===== src/design/dbfc_cfg.svh =====
// Purpose: constants of the DRAM-backed bit-serial FIFO controller
// Assumes: 100 MHz controller clock
// Notes:   timing counts derive from times in ns and the clock period
// Operation
// - keep 20-bit write pointer and 20-bit read pointer
// - one identity compare of all pointer bits gives full and empty
// - equal after a write means full; writes stall until a read
// - equal after a read means empty; reads stall until a write
// - only one memory access at a time on the single port
// - pointers are 20-bit LFSR counters, period two to twentieth minus one
// - both pointers use identical feedback and the same sequence
// - alternate pointer bits drive the 10-bit address, no multiplexer
// - row address before the shift, column address after it
// - refresh by CAS-before-RAS using the memory's own row counter
// - asynchronous user requests are synchronised before any cycle
`ifndef DBFC_CFG_SVH
`define DBFC_CFG_SVH
`define DBFC_PTR_W        20
`define DBFC_ADDR_W       10
`define DBFC_SEED         20'h00001
`define DBFC_TAP_HI       19
`define DBFC_TAP_LO       16
`define DBFC_CLK_NS       10
`define DBFC_T_PHASE_NS   30
`define DBFC_PHASE_CYC    ((`DBFC_T_PHASE_NS + `DBFC_CLK_NS - 1) / `DBFC_CLK_NS)
`define DBFC_T_REF_NS     15600
`define DBFC_REF_CYC      (`DBFC_T_REF_NS / `DBFC_CLK_NS)
`define DBFC_BUF_DEPTH    2
`endif


===== src/design/dbfc_pkg.sv =====
// Purpose: types of the DRAM-backed FIFO controller
// Assumes: nothing
// Notes:   memory sequencer states
package dbfc_pkg;
   typedef enum logic [2:0] {
      ST_IDLE = 3'b000,
      ST_ROW  = 3'b001,
      ST_COL  = 3'b010,
      ST_PRE  = 3'b011,
      ST_RCAS = 3'b100,
      ST_RRAS = 3'b101
   } dbfc_state_t;
endpackage : dbfc_pkg


===== src/design/dbfc_buf.sv =====
// Purpose: small valid/ready buffer in the write data path
// Assumes: DEPTH a power of two, at least 2
// Notes:   full and empty are exact; in_ready drops when full
`timescale 1ns/1ns
module dbfc_buf #(
   parameter int W     = 1,
   parameter int DEPTH = 2
) (
   input  wire logic         clk,       // controller clock
   input  wire logic         rstn,      // async reset, active low
   input  wire logic         in_valid,  // producer offers a word
   output logic              in_ready,  // buffer has room
   input  wire logic [W-1:0] in_data,   // offered word
   output logic              out_valid, // buffer holds a word
   input  wire logic         out_ready, // consumer takes the word
   output logic      [W-1:0] out_data   // oldest word
);
   localparam int AW = (DEPTH > 2) ? $clog2(DEPTH) : 1;
   if (DEPTH < 2 || (DEPTH & (DEPTH - 1)) != 0) begin : g_chk
      $error("dbfc_buf: DEPTH must be a power of two, at least 2");
   end
   logic [W-1:0] mem_ff [DEPTH];
   logic [AW-1:0] wp_ff;
   logic [AW-1:0] rp_ff;
   logic [AW:0]   cnt_ff;
   logic          push;
   logic          pop;

   // compare at the counter's own width so DEPTH is not cut to zero
   assign in_ready  = (cnt_ff != (AW+1)'(DEPTH));
   assign out_valid = (cnt_ff != '0);
   assign push      = in_valid && in_ready;
   assign pop       = out_valid && out_ready;
   assign out_data  = mem_ff[rp_ff];

   always_ff @(posedge clk) begin
      if (push) begin
         mem_ff[wp_ff] <= in_data;
      end
   end

   always_ff @(posedge clk or negedge rstn) begin
      if (!rstn) begin
         wp_ff  <= '0;
         rp_ff  <= '0;
         cnt_ff <= '0;
      end else begin
         if (push) begin
            wp_ff <= wp_ff + AW'(1);
         end
         if (pop) begin
            rp_ff <= rp_ff + AW'(1);
         end
         if (push && !pop) begin
            cnt_ff <= cnt_ff + (AW+1)'(1);
         end else if (pop && !push) begin
            cnt_ff <= cnt_ff - (AW+1)'(1);
         end
      end
   end
endmodule : dbfc_buf


===== src/design/dbfc_top.sv =====
// Purpose: controller that makes a single-port DRAM a deep bit FIFO
// Assumes: user requests are 4-phase req/ack, data stable while req high
// Notes:   one DRAM cycle at a time; refresh is CAS-before-RAS
`timescale 1ns/1ns
`include "dbfc_cfg.svh"
module dbfc_top #(
   parameter int PTR_W     = `DBFC_PTR_W,
   parameter int ADDR_W    = `DBFC_ADDR_W,
   parameter int PHASE_CYC = `DBFC_PHASE_CYC,
   parameter int REF_CYC   = `DBFC_REF_CYC,
   parameter int BUF_DEPTH = `DBFC_BUF_DEPTH
) (
   input  wire logic              clk,      // 100 MHz clock
   input  wire logic              rstn,     // async reset, active low
   input  wire logic              wr_req,   // async write request level
   input  wire logic              wr_data,  // bit to write
   output logic                   wr_ack,   // write taken
   input  wire logic              rd_req,   // async read request level
   output logic                   rd_ack,   // read data valid
   output logic                   rd_data,  // bit read
   output logic                   full,     // fifo full
   output logic                   empty,    // fifo empty
   output logic      [ADDR_W-1:0] dram_addr, // multiplexed address
   output logic                   ras_n,    // row strobe, active low
   output logic                   cas_n,    // column strobe, active low
   output logic                   we_n,     // write enable, active low
   output logic                   dram_d,   // data into memory
   input  wire logic              dram_q    // data from memory
);
   if (PTR_W != 20 || ADDR_W * 2 != PTR_W || PHASE_CYC < 1 ||
       PHASE_CYC > 15 || REF_CYC < 16 || REF_CYC > 4095) begin : g_chk
      $error("dbfc_top: unsupported parameter values");
   end

   dbfc_pkg::dbfc_state_t st_ff;
   dbfc_pkg::dbfc_state_t nxt_st;
   logic [PTR_W-1:0]  wptr_ff;
   logic [PTR_W-1:0]  rptr_ff;
   logic [PTR_W-1:0]  act_ptr;
   logic [PTR_W-1:0]  act_shift;
   logic [ADDR_W-1:0] row_addr;
   logic [ADDR_W-1:0] col_addr;
   logic              last_wr_ff;
   logic              act_wr_ff;
   logic              ptr_eq;
   logic [3:0]        pc_ff;
   logic              pc_done;
   logic [11:0]       ref_cnt_ff;
   logic              ref_pend_ff;
   logic [1:0]        wr_sync_ff;
   logic [1:0]        rd_sync_ff;
   logic              wr_ack_ff;
   logic              rd_ack_ff;
   logic              rd_data_ff;
   logic              rd_busy_ff;
   logic              buf_in_valid;
   logic              buf_in_ready;
   logic              buf_out_valid;
   logic              buf_out_ready;
   logic              buf_out_data;
   logic              grant_ref;
   logic              grant_wr;
   logic              grant_rd;
   logic              step_col;
   logic [ADDR_W-1:0] addr_ff;
   logic              ras_n_ff;
   logic              cas_n_ff;
   logic              we_n_ff;
   logic              dram_d_ff;

   always_ff @(posedge clk or negedge rstn) begin
      if (!rstn) begin
         wr_sync_ff <= 2'h0;
         rd_sync_ff <= 2'h0;
      end else begin
         wr_sync_ff <= {wr_sync_ff[0], wr_req};
         rd_sync_ff <= {rd_sync_ff[0], rd_req};
      end
   end

   // write handshake pushes into the buffer, stalls ack when it is full
   assign buf_in_valid = wr_sync_ff[1] && !wr_ack_ff;

   always_ff @(posedge clk or negedge rstn) begin
      if (!rstn) begin
         wr_ack_ff <= 1'b0;
      end else if (buf_in_valid && buf_in_ready) begin
         wr_ack_ff <= 1'b1;
      end else if (!wr_sync_ff[1]) begin
         wr_ack_ff <= 1'b0;
      end
   end

   dbfc_buf #(
      .W     (1),
      .DEPTH (BUF_DEPTH)
   ) u_wbuf (
      .clk       (clk),
      .rstn      (rstn),
      .in_valid  (buf_in_valid),
      .in_ready  (buf_in_ready),
      .in_data   (wr_data),
      .out_valid (buf_out_valid),
      .out_ready (buf_out_ready),
      .out_data  (buf_out_data)
   );

   assign ptr_eq = (wptr_ff == rptr_ff);
   assign full   = ptr_eq && last_wr_ff;
   assign empty  = ptr_eq && !last_wr_ff;

   assign grant_ref = (st_ff == dbfc_pkg::ST_IDLE) && ref_pend_ff;
   assign grant_wr  = (st_ff == dbfc_pkg::ST_IDLE) && !ref_pend_ff &&
                      buf_out_valid && !full;
   assign grant_rd  = (st_ff == dbfc_pkg::ST_IDLE) && !ref_pend_ff &&
                      !grant_wr && rd_sync_ff[1] && !rd_ack_ff &&
                      !rd_busy_ff && !empty;

   assign pc_done  = (pc_ff == 4'h0);
   assign step_col = (st_ff == dbfc_pkg::ST_ROW) && pc_done;
   assign buf_out_ready = step_col && act_wr_ff;

   always_comb begin
      nxt_st = st_ff;
      case (st_ff)
         dbfc_pkg::ST_IDLE: begin
            if (grant_ref) begin
               nxt_st = dbfc_pkg::ST_RCAS;
            end else if (grant_wr || grant_rd) begin
               nxt_st = dbfc_pkg::ST_ROW;
            end
         end
         dbfc_pkg::ST_ROW: begin
            if (pc_done) nxt_st = dbfc_pkg::ST_COL;
         end
         dbfc_pkg::ST_COL: begin
            if (pc_done) nxt_st = dbfc_pkg::ST_PRE;
         end
         dbfc_pkg::ST_RCAS: begin
            if (pc_done) nxt_st = dbfc_pkg::ST_RRAS;
         end
         dbfc_pkg::ST_RRAS: begin
            if (pc_done) nxt_st = dbfc_pkg::ST_PRE;
         end
         dbfc_pkg::ST_PRE: begin
            if (pc_done) nxt_st = dbfc_pkg::ST_IDLE;
         end
         default: nxt_st = dbfc_pkg::ST_IDLE;
      endcase
   end

   always_ff @(posedge clk or negedge rstn) begin
      if (!rstn) begin
         st_ff <= dbfc_pkg::ST_IDLE;
      end else begin
         st_ff <= nxt_st;
      end
   end

   // phase timer reloads on every state change
   always_ff @(posedge clk or negedge rstn) begin
      if (!rstn) begin
         pc_ff <= 4'h0;
      end else if (nxt_st != st_ff) begin
         pc_ff <= 4'(PHASE_CYC - 1);
      end else if (!pc_done) begin
         pc_ff <= pc_ff - 4'h1;
      end
   end

   always_ff @(posedge clk or negedge rstn) begin
      if (!rstn) begin
         act_wr_ff <= 1'b0;
      end else if (grant_wr || grant_rd) begin
         act_wr_ff <= grant_wr;
      end
   end

   assign act_ptr   = act_wr_ff ? wptr_ff : rptr_ff;
   assign act_shift = {act_ptr[PTR_W-2:0],
                       act_ptr[`DBFC_TAP_HI] ^ act_ptr[`DBFC_TAP_LO]};

   always_comb begin
      row_addr = '0;
      col_addr = '0;
      for (int i = 0; i < ADDR_W; i++) begin
         row_addr[i] = (grant_wr ? wptr_ff[2*i] : rptr_ff[2*i]);
         col_addr[i] = act_shift[2*i];
      end
   end

   always_ff @(posedge clk or negedge rstn) begin
      if (!rstn) begin
         wptr_ff    <= `DBFC_SEED;
         rptr_ff    <= `DBFC_SEED;
         last_wr_ff <= 1'b0;
      end else if (step_col) begin
         if (act_wr_ff) begin
            wptr_ff <= act_shift;
         end else begin
            rptr_ff <= act_shift;
         end
         last_wr_ff <= act_wr_ff;
      end
   end

   always_ff @(posedge clk or negedge rstn) begin
      if (!rstn) begin
         addr_ff   <= '0;
         ras_n_ff  <= 1'b1;
         cas_n_ff  <= 1'b1;
         we_n_ff   <= 1'b1;
         dram_d_ff <= 1'b0;
      end else begin
         case (nxt_st)
            dbfc_pkg::ST_ROW: begin
               if (st_ff == dbfc_pkg::ST_IDLE) addr_ff <= row_addr;
               ras_n_ff <= 1'b0;
            end
            dbfc_pkg::ST_COL: begin
               if (step_col) begin
                  addr_ff   <= col_addr;
                  we_n_ff   <= !act_wr_ff;
                  dram_d_ff <= act_wr_ff ? buf_out_data : 1'b0;
               end
               cas_n_ff <= 1'b0;
            end
            dbfc_pkg::ST_RCAS: begin
               cas_n_ff <= 1'b0;
               we_n_ff  <= 1'b1;
            end
            dbfc_pkg::ST_RRAS: begin
               ras_n_ff <= 1'b0;
            end
            default: begin
               ras_n_ff <= 1'b1;
               cas_n_ff <= 1'b1;
               we_n_ff  <= 1'b1;
            end
         endcase
      end
   end

   // read handshake; data captured at end of the column phase
   always_ff @(posedge clk or negedge rstn) begin
      if (!rstn) begin
         rd_busy_ff <= 1'b0;
         rd_ack_ff  <= 1'b0;
         rd_data_ff <= 1'b0;
      end else begin
         if (grant_rd) begin
            rd_busy_ff <= 1'b1;
         end else if (st_ff == dbfc_pkg::ST_COL && pc_done &&
                      rd_busy_ff) begin
            rd_busy_ff <= 1'b0;
            rd_ack_ff  <= 1'b1;
            rd_data_ff <= dram_q;
         end else if (!rd_sync_ff[1]) begin
            rd_ack_ff <= 1'b0;
         end
      end
   end

   // refresh timer, set wins over clear
   always_ff @(posedge clk or negedge rstn) begin
      if (!rstn) begin
         ref_cnt_ff  <= 12'h000;
         ref_pend_ff <= 1'b0;
      end else begin
         if (ref_cnt_ff == 12'(REF_CYC - 1)) begin
            ref_cnt_ff  <= 12'h000;
            ref_pend_ff <= 1'b1;
         end else begin
            ref_cnt_ff <= ref_cnt_ff + 12'h001;
            if (grant_ref) ref_pend_ff <= 1'b0;
         end
      end
   end

   assign wr_ack    = wr_ack_ff;
   assign rd_ack    = rd_ack_ff;
   assign rd_data   = rd_data_ff;
   assign dram_addr = addr_ff;
   assign ras_n     = ras_n_ff;
   assign cas_n     = cas_n_ff;
   assign we_n      = we_n_ff;
   assign dram_d    = dram_d_ff;
endmodule : dbfc_top


===== config.mk =====
export PLATFORM = sky130hd
export DESIGN_NAME = dbfc_top
export DESIGN_NICKNAME = d
export VERILOG_FILES = /design/src/design/dbfc_pkg.sv /design/src/design/dbfc_buf.sv /design/src/design/dbfc_top.sv
export VERILOG_INCLUDE_DIRS = /design/src /design/src/design
export SDC_FILE = /design/constraint.sdc
export NUM_CORES = 1
export LEC_CHECK = 0
export BUFFER_PORTS_ARGS = -buffer_cell sky130_fd_sc_hd__buf_2
export CAP_MARGIN = 5
export CORE_AREA = 5 5 115 95
export CTS_BUF_LIST = sky130_fd_sc_hd__clkbuf_4
export CTS_CLUSTER_DIAMETER = 200
export DETAILED_ROUTE_END_ITERATION = 16
export DIE_AREA = 0 0 120 100
export SLEW_MARGIN = 20
export SYNTH_ARGS = -nofsm -noshare
export SYNTH_HDL_FRONTEND = slang
export SYNTH_SLANG_ARGS = --single-unit

===== constraint.sdc =====
create_clock -name clk -period 2.82 [get_ports clk]
set_clock_uncertainty 0.1 [all_clocks]
set_input_delay 0.564 -clock clk [delete_from_list [all_inputs] [get_ports clk]]
set_output_delay 0.564 -clock clk [all_outputs]
set_load 0.005 [all_outputs]

==> impl_metrics.tcl <==
set metrics [dict create \
    final_nets 398 \
    drive_gt1_frac 0.327 \
    die-area_mm2 0.0120 \
    synth_area_per_cell_um2 12.0 \
    die_h_um 100 \
    cp_max_fo 4 \
    wl_per_cell_um 16.4 \
    final.setup.tns_ns 0 \
    dp.cells 495 \
    io_buffers 24 \
    ys_seq_elements 90 \
    gp_congestion 0.726 \
    synth_edf_count 2 \
    tritoncts "yes" \
    synth.most_common_cell "dfrtp_1" \
    synth_ff_type "dfrtp_1" \
    first_iter_violations 135 \
    crit_path_top_delay_cell "dfrtp_1" \
    hold_ws_ns 0.0438 \
    instances_no_fill 513 \
    hold_viol 0 \
    run_status "finished, final reports clean" \
    synthTopCellsByArea "dfrtp_1 (49%), mux2_2 (11%), xor2_1 (5.6%), dfstp_2 (3.1%), nand2_1 (2.5%)" \
    start_kind "flop" \
    drv_cap 0 \
    coreArea_mm2 0.00957 \
    async_flop_share 0.978 \
    syn_inst 353 \
    crit_path_cell_trace "xor2_1 > nor4_2 > buf_4 > and2_1 > nand2_2 > nor2_4 > buf_2" \
    first_pass_iters 4 \
    synthDominantCellAreaShare 0.492 \
    period_needed_ns 2.68 \
    grt_usage 0.154 \
    wl_mm 8.40 \
    slowest_delay_ns 0.45 \
    grt_pass1_vias 2805 \
    setup_viol 0 \
    post-route-util 0.489 \
    hold_class "primary input to asynchronous set/reset pin" \
    grt_max_degree 55 \
    ctsHoldBuffers 0 \
    clk_pin_slew_worst_paths_ns 0.13 \
    grt_pass1_wl_mm 14.5 \
    fmax_ghz 0.373 \
    yosysSeqAreaShare 0.537 \
    endpoint_kind "primary output" \
    grt.overflow.total 0 \
    cts_sinks 90 \
    syn_area_mm2 0.00422 \
    leakage_nw 2.38 \
    yosysUniqueCellTypes 48 \
    crit_family "simple AND/OR/NAND/NOR gates" \
    clock_latency_ns 0.44 \
    routed_via_density 5.35 \
    drc_errors 0 \
    synth_top_area_cell "dfrtp_1" \
    diodes 0 \
    p_per_area_mw_per_mm2 782 \
    vdd.ir_drop.worst_v 0.000386 \
    tightestPinTransition_ns 0.689 \
    slew_headroom 0.541 \
    fill_cells 880 \
    synthToLayoutAreaGrowth_pct 10.8 \
    start_util 0.441 \
    syn_nets 362 \
    place_hpwl_mm 5.66 \
    die_w_um 120 \
    clock_path_buffers 2 \
    critPathArrivalTime_ns 2.02 \
    cts-root-buf "clkbuf_4" \
    ys_warn_count 0 \
    cts_htree_levels 3 \
    finalPower_mw 3.66 \
    yosys-top-cells-count "dfrtp_1 (83), mux2_2 (41), nand2_1 (28), xor2_1 (27), nor2_1 (19)" \
    post-route-period-util 0.952 \
    rows 32 \
    grt_antenna_before_repair 0 \
    cp.buffers_inverters 2 \
    path_class "flop to primary output" \
    worst_ep_required_time_ns 2.16 \
    numCtsBuffers 9 \
    io_pins 25 \
    ant_nets 0 \
    finalMaxSlewViolations 0 \
    vias 2746 \
]
-- path summary, 6_finish.rpt --
check | from | to | slack, ns | cells past startpoint
worst max-delay path | wptr_ff[11]$_DFFE_PN0P_ | full | 0.14 | 7
worst min-delay path | rstn | rd_data$_DFFE_PN0P_ | 0.04 | 1
worst max register to register | pc_ff[0]$_DFFE_PN0P_ | u_wbuf.cnt_ff[1]$_DFFE_PN0P_ | 0.30 | 11
worst min register to register | rd_sync_ff[0]$_DFF_PN0_ | rd_sync_ff[1]$_DFF_PN0_ | 0.27 | 0
max in group asynchronous | rstn | wptr_ff[2]$_DFFE_PN0P_ | 1.86 | 2
min in group clk | rd_req | rd_sync_ff[0]$_DFF_PN0_ | 0.11 | 1
-- cell families (layout without fill, tap and decap cells) --
logic type,Yosys count,in the layout,synth area share
simple gates,99,99,0.124
flops,90,90,0.537
compound gates,52,52,0.0909
mux,51,51,0.134
xor+xnor,37,37,0.0767
buf+inv,21,62,0.0284
fa+ha+maj,3,3,0.00889
-- layout make-up --
class                   count  area (um^2)  area share
well taps                 119          149      0.0318
flip-flops and latches     90         2270       0.485
clock buffers              13         97.6      0.0208
clock inverters             3         16.3     0.00347
inverters                   5         18.8     0.00401
repair buffers             41          250      0.0534
multi-input cells         242         1880       0.402
-- per-layer routing --
layer / vias up / track usage / part of all wire
met5: - / 0 / 0
met1: 1370 / 0.224 / 0.50
li1: 1326 / - / -
met2: 40 / 0.228 / 0.45
met4: 0 / 0.0423 / 0.012
met3: 10 / 0.0417 / 0.035
-- worst reg2reg max path, cell delays in order, from the launching register on --
cell,delay [ns]
dfrtp_1,0.40
inv_1,0.09
ha_1,0.21
nor3b_2,0.20
nand2_1,0.09
nor3_1,0.31
nand2_1,0.12
or2_2,0.32
ha_1,0.21
xor2_1,0.14
nor2_1,0.11
xor2_1,0.14
-- stage by stage --
| step | setup WS [ns] | instance area [um^2] |
|---|---|---|
| floorplan | 0.227 | 4220 |
| global placement | 0.326 | 4510 |
| detailed placement | 0.307 | 4510 |
| CTS | 0.0235 | 4640 |
| global route | -0.00668 | 4680 |
| finish | 0.135 | 4680 |
-- state kept, by name (all words and copies together), names as in the netlist, 2 cells and up --
| register | count |
|---|---|
| u_wbuf.cnt_ff | 2 |
| wptr_ff | 20 |
| ref_cnt_ff | 12 |
| pc_ff | 4 |
| st_ff | 3 |
| rptr_ff | 20 |
| rd_sync_ff | 2 |
| dram_addr | 10 |
| u_wbuf.mem_ff | 2 |
| wr_sync_ff | 2 |
-- what timing repair did --
action                                  4_1_cts  5_1_grt
endpoints found under the setup margin        2        2
resized for setup                             3        6
setup buffers                                 0        2
pin swaps                                     0        5
-- cells in the final DEF, fill, tap and decap left out, drive strengths merged, types with 4 or more instances in the layout --
master,count
xnor2,10
o21a,6
inv,5
nand2b,6
nand2,28
and3,4
clkbuf,13
o21ai,9
o221a,9
dfstp,5
mux2i,9
nor2,20
nand3,9
xor2,27
and2,5
mux2,42
dfrtp,83
o211ai,9
nor4,8
buf,41
a21oi,8
-- report_power, final --
group | leakage, nW | switching [mW] | internal, mW
registers | 1.16 | 0.143 | 1.52
logic | 1.16 | 0.696 | 0.660
clock network | 0.0654 | 0.423 | 0.218
total | 2.38 | 1.26 | 2.40
No activity file was read; power rests on OpenSTA's default activity.
